**src/clk_path_pkg.sv**
```systemverilog
/*
  Shared constants and types for the clock input path and system control block.
  Assumes the serial control port carries a 16-bit instruction and one data byte.
*/
package clk_path_pkg;

  // ==========================================================================
  // Register map.
  localparam logic [12:0] ADDR_PRESCALE   = 13'h01E0;
  localparam logic [12:0] ADDR_INPUT_PATH = 13'h01E1;
  localparam logic [12:0] ADDR_SYSTEM     = 13'h0230;
  localparam logic [12:0] ADDR_APPLY      = 13'h0232;

  // ==========================================================================
  // Field positions.
  localparam int PRE_CODE_W     = 3;
  localparam int PATH_W         = 5;
  localparam int SYS_W          = 3;
  localparam int BIT_PD_INPUT   = 4;
  localparam int BIT_PD_OSC_IF  = 3;
  localparam int BIT_PD_SOURCES = 2;
  localparam int BIT_SRC_OSC    = 1;
  localparam int BIT_BYPASS     = 0;
  localparam int BIT_PD_SYNC    = 2;
  localparam int BIT_PD_DISTREF = 1;
  localparam int BIT_SOFT_SYNC  = 0;
  localparam int BIT_APPLY      = 0;

  // ==========================================================================
  // Reset values and divider encoding.
  localparam logic [2:0] PRE_CODE_RST   = 3'h2;
  localparam logic [4:0] PATH_RST       = 5'h00;
  localparam logic [2:0] SYS_RST_VAL    = 3'h0;
  localparam logic [2:0] PRE_CODE_MAX   = 3'h4;
  localparam logic [3:0] PRE_RATIO_BASE = 4'h2;
  localparam logic [1:0] SEL_EXT        = 2'h0;
  localparam logic [1:0] SEL_OSC        = 2'h2;

  // ==========================================================================
  // Serial frame layout.
  localparam int          INSTR_BITS = 16;
  localparam int          ADDR_W     = 13;
  localparam int          CNT_W      = 5;
  localparam logic [4:0]  INSTR_LAST = 5'h0F;
  localparam logic [4:0]  FRAME_LAST = 5'h17;
  localparam logic [4:0]  FRAME_DONE = 5'h18;
  localparam int          RW_BIT     = 15;

  typedef enum logic [1:0] {
    SRC_DIVIDER,
    SRC_OSC,
    SRC_EXT
  } chan_src_t;

  typedef struct packed {
    logic        wr;
    logic [12:0] addr;
    logic [7:0]  data;
  } ser_access_t;

endpackage

```
**src/clock_input_path_and_system_ctrl.sv**
```systemverilog
/*
  Control logic for the clock input path, prescaling divider and system controls.
  Assumes the host keeps the serial port rules and the channel dividers are elsewhere.
*/
`timescale 1ns/10ps
`default_nettype none

module clock_input_path_and_system_ctrl #(
  parameter int N_CHAN = 3
) (
  input  wire logic                             sys_clk,
  input  wire logic                             sys_rst,
  input  wire logic                             sclk_pin,
  input  wire logic                             cs_n_pin,
  input  wire logic                             sdio_pin,
  input  wire logic                             sync_n_pin,
  input  wire logic [N_CHAN-1:0]                chan_ignore_sync,
  input  wire logic [N_CHAN-1:0]                chan_direct,
  output logic                                  sdo,
  output logic                                  sdo_oe,
  output logic [3:0]                            prescale_ratio,
  output logic                                  prescale_static,
  output logic                                  prescale_bypass,
  output logic                                  src_internal,
  output logic                                  pd_input_section,
  output logic                                  pd_osc_interface,
  output logic                                  pd_sources,
  output logic                                  pd_sync,
  output logic                                  pd_dist_ref,
  output logic [N_CHAN-1:0]                     chan_hold,
  output logic [N_CHAN-1:0]                     chan_sync_pulse,
  output clk_path_pkg::chan_src_t [N_CHAN-1:0]  chan_src
);

  // ==========================================================================
  // Serial port.
  clk_path_pkg::ser_access_t acc;
  logic [12:0]               rd_addr;
  logic                      sclk_rise;
  logic [7:0]                rd_data;

  serial_ctrl_port u_port (
    .sys_clk   (sys_clk),
    .sys_rst   (sys_rst),
    .sclk_pin  (sclk_pin),
    .cs_n_pin  (cs_n_pin),
    .sdio_pin  (sdio_pin),
    .rd_data   (rd_data),
    .access    (acc),
    .rd_addr   (rd_addr),
    .sclk_rise (sclk_rise),
    .sdo       (sdo),
    .sdo_oe    (sdo_oe)
  );

  // ==========================================================================
  // Buffer registers.
  logic [2:0] pre_buf_ff;
  logic [4:0] path_buf_ff;
  logic [2:0] sys_buf_ff;
  logic       apply_ff;
  logic       nxt_apply;

  always_ff @(posedge sys_clk) begin
    if (sys_rst) begin
      pre_buf_ff  <= clk_path_pkg::PRE_CODE_RST;
      path_buf_ff <= clk_path_pkg::PATH_RST;
      sys_buf_ff  <= clk_path_pkg::SYS_RST_VAL;
    end else if (acc.wr) begin
      unique case (acc.addr)
        clk_path_pkg::ADDR_PRESCALE:   pre_buf_ff  <= acc.data[2:0];
        clk_path_pkg::ADDR_INPUT_PATH: path_buf_ff <= acc.data[4:0];
        clk_path_pkg::ADDR_SYSTEM:     sys_buf_ff  <= acc.data[2:0];
        default: begin
        end
      endcase
    end
  end

  // Self clearing update.
  // A write that arms the bit wins over the transfer that clears it.
  always_comb begin
    nxt_apply = apply_ff & ~sclk_rise;
    if (acc.wr && acc.addr == clk_path_pkg::ADDR_APPLY && acc.data[clk_path_pkg::BIT_APPLY]) begin
      nxt_apply = 1'b1;
    end
  end

  always_ff @(posedge sys_clk) begin
    if (sys_rst) begin
      apply_ff <= 1'b0;
    end else begin
      apply_ff <= nxt_apply;
    end
  end

  always_comb begin
    rd_data = 8'h00;
    unique case (rd_addr)
      clk_path_pkg::ADDR_PRESCALE:   rd_data[2:0] = pre_buf_ff;
      clk_path_pkg::ADDR_INPUT_PATH: rd_data[4:0] = path_buf_ff;
      clk_path_pkg::ADDR_SYSTEM:     rd_data[2:0] = sys_buf_ff;
      clk_path_pkg::ADDR_APPLY:      rd_data[0]   = apply_ff;
      default:                       rd_data      = 8'h00;
    endcase
  end

  // ==========================================================================
  // Active registers.
  logic [2:0] pre_act_ff;
  logic [4:0] path_act_ff;
  logic [2:0] sys_act_ff;
  logic       do_apply;

  assign do_apply = apply_ff & sclk_rise;

  always_ff @(posedge sys_clk) begin
    if (sys_rst) begin
      pre_act_ff  <= clk_path_pkg::PRE_CODE_RST;
      path_act_ff <= clk_path_pkg::PATH_RST;
      sys_act_ff  <= clk_path_pkg::SYS_RST_VAL;
    end else if (do_apply) begin
      pre_act_ff  <= pre_buf_ff;
      path_act_ff <= path_buf_ff;
      sys_act_ff  <= sys_buf_ff;
    end
  end

  // ==========================================================================
  // Clock path controls.
  function automatic logic [3:0] ratio_of(input logic [2:0] code);
    logic [3:0] r;
    r = 4'h0;
    if (code <= clk_path_pkg::PRE_CODE_MAX) begin
      r = clk_path_pkg::PRE_RATIO_BASE + {1'b0, code};
    end
    return r;
  endfunction

  always_ff @(posedge sys_clk) begin
    if (sys_rst) begin
      prescale_ratio   <= ratio_of(clk_path_pkg::PRE_CODE_RST);
      prescale_static  <= 1'b0;
      prescale_bypass  <= 1'b0;
      src_internal     <= 1'b0;
      pd_input_section <= 1'b0;
      pd_osc_interface <= 1'b0;
      pd_sources       <= 1'b0;
      pd_sync          <= 1'b0;
      pd_dist_ref      <= 1'b0;
    end else begin
      prescale_ratio   <= ratio_of(pre_act_ff);
      prescale_static  <= pre_act_ff > clk_path_pkg::PRE_CODE_MAX;
      // Oscillator cannot be bypassed, so the bypass is refused for it.
      prescale_bypass  <= path_act_ff[clk_path_pkg::BIT_BYPASS]
                          & ~path_act_ff[clk_path_pkg::BIT_SRC_OSC];
      src_internal     <= path_act_ff[clk_path_pkg::BIT_SRC_OSC];
      pd_input_section <= path_act_ff[clk_path_pkg::BIT_PD_INPUT];
      pd_osc_interface <= path_act_ff[clk_path_pkg::BIT_PD_OSC_IF];
      pd_sources       <= path_act_ff[clk_path_pkg::BIT_PD_SOURCES];
      pd_sync          <= sys_act_ff[clk_path_pkg::BIT_PD_SYNC];
      pd_dist_ref      <= sys_act_ff[clk_path_pkg::BIT_PD_DISTREF];
    end
  end

  always_ff @(posedge sys_clk) begin
    if (sys_rst) begin
      for (int c = 0; c < N_CHAN; c++) begin
        chan_src[c] <= clk_path_pkg::SRC_DIVIDER;
      end
    end else begin
      for (int c = 0; c < N_CHAN; c++) begin
        chan_src[c] <= clk_path_pkg::SRC_DIVIDER;
        if (chan_direct[c] && path_act_ff[1:0] == clk_path_pkg::SEL_OSC) begin
          chan_src[c] <= clk_path_pkg::SRC_OSC;
        end else if (chan_direct[c] && path_act_ff[1:0] == clk_path_pkg::SEL_EXT) begin
          chan_src[c] <= clk_path_pkg::SRC_EXT;
        end
      end
    end
  end

  // ==========================================================================
  // Synchronisation.
  // The pin passes three stages; a level counts once the last two agree.
  logic sy1_ff;
  logic sy2_ff;
  logic sy3_ff;
  logic pin_low_ff;
  logic sync_act_ff;
  logic sync_now;

  always_ff @(posedge sys_clk) begin
    if (sys_rst) begin
      sy1_ff     <= 1'b1;
      sy2_ff     <= 1'b1;
      sy3_ff     <= 1'b1;
      pin_low_ff <= 1'b0;
    end else begin
      sy1_ff <= sync_n_pin;
      sy2_ff <= sy1_ff;
      sy3_ff <= sy2_ff;
      if (sy2_ff == sy3_ff) begin
        pin_low_ff <= ~sy3_ff;
      end
    end
  end

  assign sync_now = (pin_low_ff | sys_act_ff[clk_path_pkg::BIT_SOFT_SYNC])
                    & ~sys_act_ff[clk_path_pkg::BIT_PD_SYNC];

  always_ff @(posedge sys_clk) begin
    if (sys_rst) begin
      sync_act_ff     <= 1'b0;
      chan_hold       <= '0;
      chan_sync_pulse <= '0;
    end else begin
      sync_act_ff     <= sync_now;
      chan_hold       <= {N_CHAN{sync_now}} & ~chan_ignore_sync;
      // Powering the sync circuit down mid-hold must not release the channels with a pulse.
      chan_sync_pulse <= {N_CHAN{sync_act_ff & ~sync_now
                                 & ~sys_act_ff[clk_path_pkg::BIT_PD_SYNC]}} & ~chan_ignore_sync;
    end
  end

endmodule

`default_nettype wire

```
**src/serial_ctrl_port.sv**
```systemverilog
/*
  Serial control port slave: filters the pins, decodes frames and returns read data.
  Assumes the host drives clock, select and data pins asynchronously to sys_clk.
*/
`timescale 1ns/10ps
`default_nettype none

module serial_ctrl_port (
  input  wire logic                  sys_clk,
  input  wire logic                  sys_rst,
  input  wire logic                  sclk_pin,
  input  wire logic                  cs_n_pin,
  input  wire logic                  sdio_pin,
  input  wire logic [7:0]            rd_data,
  output clk_path_pkg::ser_access_t  access,
  output logic [12:0]                rd_addr,
  output logic                       sclk_rise,
  output logic                       sdo,
  output logic                       sdo_oe
);

  // ==========================================================================
  // Pin filter.
  // A pin change is accepted only once the second and third stages agree.
  logic [2:0] s1_ff;
  logic [2:0] s2_ff;
  logic [2:0] s3_ff;
  logic [2:0] filt_ff;
  logic [2:0] nxt_filt;

  always_comb begin
    nxt_filt = filt_ff;
    for (int i = 0; i < 3; i++) begin
      if (s2_ff[i] == s3_ff[i]) begin
        nxt_filt[i] = s2_ff[i];
      end
    end
  end

  // Reset to the idle pin levels, select high and clock low, so that no false select
  // or clock edge is seen just after reset.
  always_ff @(posedge sys_clk) begin
    if (sys_rst) begin
      s1_ff   <= 3'h4;
      s2_ff   <= 3'h4;
      s3_ff   <= 3'h4;
      filt_ff <= 3'h4;
    end else begin
      s1_ff   <= {cs_n_pin, sclk_pin, sdio_pin};
      s2_ff   <= s1_ff;
      s3_ff   <= s2_ff;
      filt_ff <= nxt_filt;
    end
  end

  logic rise;
  logic cs_act;
  assign rise   = nxt_filt[1] & ~filt_ff[1];
  assign cs_act = ~filt_ff[2];

  // ==========================================================================
  // Frame decode.
  logic [4:0]  cnt_ff;
  logic [15:0] sh_ff;
  logic [15:0] instr_ff;
  logic        rd_load_ff;
  logic [7:0]  rd_sh_ff;

  assign rd_addr = instr_ff[12:0];

  always_ff @(posedge sys_clk) begin
    if (sys_rst) begin
      cnt_ff     <= '0;
      sh_ff      <= '0;
      instr_ff   <= '0;
      access     <= '0;
      sclk_rise  <= 1'b0;
      rd_load_ff <= 1'b0;
      rd_sh_ff   <= '0;
      sdo        <= 1'b0;
      sdo_oe     <= 1'b0;
    end else begin
      sclk_rise  <= rise;
      access.wr  <= 1'b0;
      rd_load_ff <= 1'b0;
      if (!cs_act) begin
        cnt_ff <= '0;
        sdo_oe <= 1'b0;
      end else if (rise && cnt_ff != clk_path_pkg::FRAME_DONE) begin
        sh_ff  <= {sh_ff[14:0], filt_ff[0]};
        cnt_ff <= cnt_ff + 5'h01;
        if (cnt_ff == clk_path_pkg::INSTR_LAST) begin
          instr_ff   <= {sh_ff[14:0], filt_ff[0]};
          rd_load_ff <= sh_ff[clk_path_pkg::RW_BIT - 1];
        end
        if (instr_ff[clk_path_pkg::RW_BIT] && cnt_ff > clk_path_pkg::INSTR_LAST) begin
          rd_sh_ff <= {rd_sh_ff[6:0], 1'b0};
          sdo      <= rd_sh_ff[6];
        end
        if (cnt_ff == clk_path_pkg::FRAME_LAST && !instr_ff[clk_path_pkg::RW_BIT]) begin
          access.wr   <= 1'b1;
          access.addr <= instr_ff[12:0];
          access.data <= {sh_ff[6:0], filt_ff[0]};
        end
      end
      if (rd_load_ff) begin
        rd_sh_ff <= rd_data;
        sdo      <= rd_data[7];
        sdo_oe   <= 1'b1;
      end
    end
  end

endmodule

`default_nettype wire

```
**config.mk**
```make
export PLATFORM = sky130hd
export DESIGN_NAME = clock_input_path_and_system_ctrl
export DESIGN_NICKNAME = d
export VERILOG_FILES = /design/src/clk_path_pkg.sv /design/src/clock_input_path_and_system_ctrl.sv /design/src/serial_ctrl_port.sv
export SDC_FILE = /design/constraint.sdc
export NUM_CORES = 1
export LEC_CHECK = 0
export BUFFER_PORTS_ARGS = -buffer_cell sky130_fd_sc_hd__buf_4
export CAP_MARGIN = 40
export CORE_MARGIN = 4
export CORE_UTILIZATION = 30
export CTS_CLUSTER_SIZE = 8
export DETAILED_ROUTE_END_ITERATION = 6
export SLEW_MARGIN = 20
export SYNTH_ARGS = -nofsm -noshare
export SYNTH_HDL_FRONTEND = slang
export SYNTH_SLANG_ARGS = --single-unit
export TNS_END_PERCENT = 30
```
**constraint.sdc**
```tcl
create_clock -name sys_clk -period 1.9 [get_ports sys_clk]
set_input_delay 0.38 -clock sys_clk [delete_from_list [all_inputs] [get_ports sys_clk]]
set_output_delay 0.38 -clock sys_clk [all_outputs]
set_load 0.05 [all_outputs]
```
==> summary.txt <==
Cells and area
  • Fin area: 5887 sq um
  • Antenna cells: 0
  • Nets: 590
  • Fill cells: 1515
  • Layout cells sized above 1: 0.1806
  • Area added between synthesis and finish: 23.88%

Clock tree
  • Post-CTS Setup Inserts: 0
  • Hold buffer count at CTS: 0
  • Clock tree buffer depth: 2
  • TritonCTS clock tree: done
  • Clock net sink count: 128
  • Clock root cell: clkbuf_16
  • H-tree depth: 4
  • Clk_lat worst skew: 420 ps
  • CTS Buf Count: 17
  • Reg clk slew, reported paths: 60 ps

STA
  • Layout Skew: 7.480 ps
  • Hold Violations, Final: 0
  • Final Slew Violations: 0
  • Fmax: 572.8 MHz
  • Worst hold margin: 127.7 ps
  • Slew HR: 0.7188
  • Final setup viols: 0
  • Setup ws final: 154.2 ps
  • Period utilization: 0.9188
  • Measured slew at the worst slew-check pin: 421.9 ps
  • Minimum clock period: 1746 ps

Setup path
  • Crit-path cells: buf_4 -> inv_1 -> ha_1 -> nand4b_1 -> buf_4 -> nand4_1 -> buf_4 -> mux2i_1 -> nor3_1
  • Data required, critical path: 2190 ps
  • CP Max Fanout: 7
  • Max incr delay on CP: 310 ps
  • Crit path capture type: flip-flop
  • Cell mode on critical path: buf_4
  • Critical path type: reg -> reg
  • Arr. time, crit path: 2040 ps
  • CP max stage cell: dfxtp_1
  • Crit path launch type: flip-flop

Route
  • # DRC: 0
  • Detail Route Antenna Nets: 0
  • DRT iter0 DRCs: 211
  • Routed vias/inst: 4.622
  • Pre-antenna DRT Iters: 4
  • DR vias: 3688
  • WL final: 9.977 mm
  • WL per Instance: 12.50 um

Synthesis
  • Asr flop ratio synth: 0
  • Synth area leaders: dfxtp_1, nand2_1, a21oi_1, mux2i_1, nor2b_1
  • Post-synth EDFFs: 0
  • Flops & latches, synth: 128
  • Synth top area share: 0.5392
  • Syn Inst Count: 534
  • Synth cell types: 47
  • Post-Syn Area: 4752 sq um
  • Register area share after synthesis: 0.5392
  • Most frequent cell after synthesis: dfxtp_1
  • Commonest cells in the netlist: dfxtp_1, nand2_1, a21oi_1
  • Top_reg_cell synth: dfxtp_1
  • Avg Cell Area, Syn: 8.899 sq um
  • Post-synth net total: 550
  • Cell taking the most area after synthesis: dfxtp_1
  • YS warnings: 0

Pwr
  • Max VDD drop: 0.0006539 V
  • Lkg Pwr: 2.107 nW
  • Pwr dens: 979.9 nW/um^2

Floorplan
  • Die Ht: 133.9 um
  • # IOs: 38
  • Core Footprint: 15370 sq um
  • Row cnt: 45
  • DIE AREA: 17920 sq um
  • Die Width: 133.9 um
  • Starting Density: 0.3092

Global route
  • First-pass GRT wire length: 16.91 mm
  • Largest net degree at the start of global routing: 55
  • Gr ovfl total: 0
  • Initial antenna violation count: 0
  • GRT Total Usage: 0.1171
  • Vias in the first global route: 3526

Status
  • Outcome: finished clean

Placed design
  • Post-Place Cell Area: 5283 sq um
  • Dpl ws: -35.05 ps
  • Routability Congestion: 0.8169
  • I/O Buffers: 37
  • Post-DP HPWL: 6.766 mm

Worst hold path
  • Worst hold-check path type: in -> reg

Flow run
  • Max Cap Viol: 0
[per-layer routing]
layer,up-vias,global-route usage,routed length (um)
met5,-,0,0
met4,0,0.05200,159
met3,13,0.03901,477
met2,82,0.1814,4587
met1,1710,0.1485,4753
li1,1883,-,-
[cell families after synthesis]
logic type | synth area share
AND/OR/NAND/NOR | 0.2736
flip-flops | 0.5392
AO/OA/AOI/OAI | 0.1072
buffers and inverters | 0.03660
multiplexers | 0.02738
adder cells (fa/ha/maj) | 0.01053
XOR/XNOR | 0.005530
[cell usage in the layout (no fill, tap or decap), types with 7 or more instances in the layout]
| master | count |
|---|---|
| nand2_1 | 126 |
| mux2i_1 | 13 |
| nor3_1 | 14 |
| o21ai_0 | 14 |
| nor2_1 | 24 |
| nand2b_1 | 16 |
| nor2b_1 | 16 |
| inv_1 | 10 |
| buf_4 | 51 |
| clkbuf_16 | 17 |
| or2_2 | 7 |
| dfxtp_1 | 128 |
| nand4_1 | 7 |
| a21oi_1 | 69 |
[worst max-delay path: cells and delay by family, from the launching register on]
kind / cells / cell delay (ps)
buffers and inverters: 4 / 590
adder cells (fa/ha/maj): 1 / 150
flip-flops: 1 / 310
multiplexers: 1 / 210
AND/OR/NAND/NOR: 3 / 370
[area by class of cell]
cell class	instances	area [sq um]	share of cell area
clock buffers	17	425.4	0.07226
clock inverters	15	123.9	0.02104
inverters	10	37.54	0.006376
multi-input cells	365	2071	0.3518
flip-flops and latches	128	2562	0.4353
well taps	211	264.0	0.04485
repair buffers	52	402.9	0.06844
[registers in the layout (all words and copies together) (netlist names), 4 cells and up]
signal	count
u_port.instr_ff	14
u_port.access	19
path_act_ff	5
u_port.rd_sh_ff	7
prescale_ratio	4
path_buf_ff	5
u_port.sh_ff	15
chan_src	6
u_port.cnt_ff	5
[stage by stage]
stage	power, W	instances	TNS (ps)	utilization
6_report	0.005769	798	0	0.3830
3_5_place_dp	0.002866	766	-35.05	0.3437
3_3_place_gp	0.002863	766	0	0.3437
5_1_grt	0.005995	798	-3.918	0.3830
4_1_cts	0.005862	798	0	0.3807
2_1_floorplan	0.002825	534	0	-
[where the power goes]
part	switching, W	total (W)	internal [W]	leakage, nW
registers	0.00000614	0.00270	0.00270	1.03
logic	0.0000620	0.000101	0.0000395	0.800
clock network	0.00126	0.00296	0.00170	0.273
total	0.00133	0.00577	0.00444	2.11
[worst paths after layout]
| check | from | end | slack, ps | cells past startpoint |
|---|---|---|---|---|
| worst max-delay path | u_port.cnt_ff[0] | u_port.rd_sh_ff[5] | 150 | 9 |
| worst min-delay path | chan_ignore_sync[2] | chan_hold[2] | 130 | 2 |
| worst min register to register | u_port.s1_ff[2] | u_port.s2_ff[2] | 410 | 1 |
| worst max register to register | u_port.cnt_ff[0] | u_port.rd_sh_ff[5] | 150 | 9 |
[what timing repair did]
item | CTS | global route
resized for setup | 3 | 6
endpoints found under the setup margin | 2 | 7
pin swaps | 0 | 3
(Power assumes the default switching activity.)
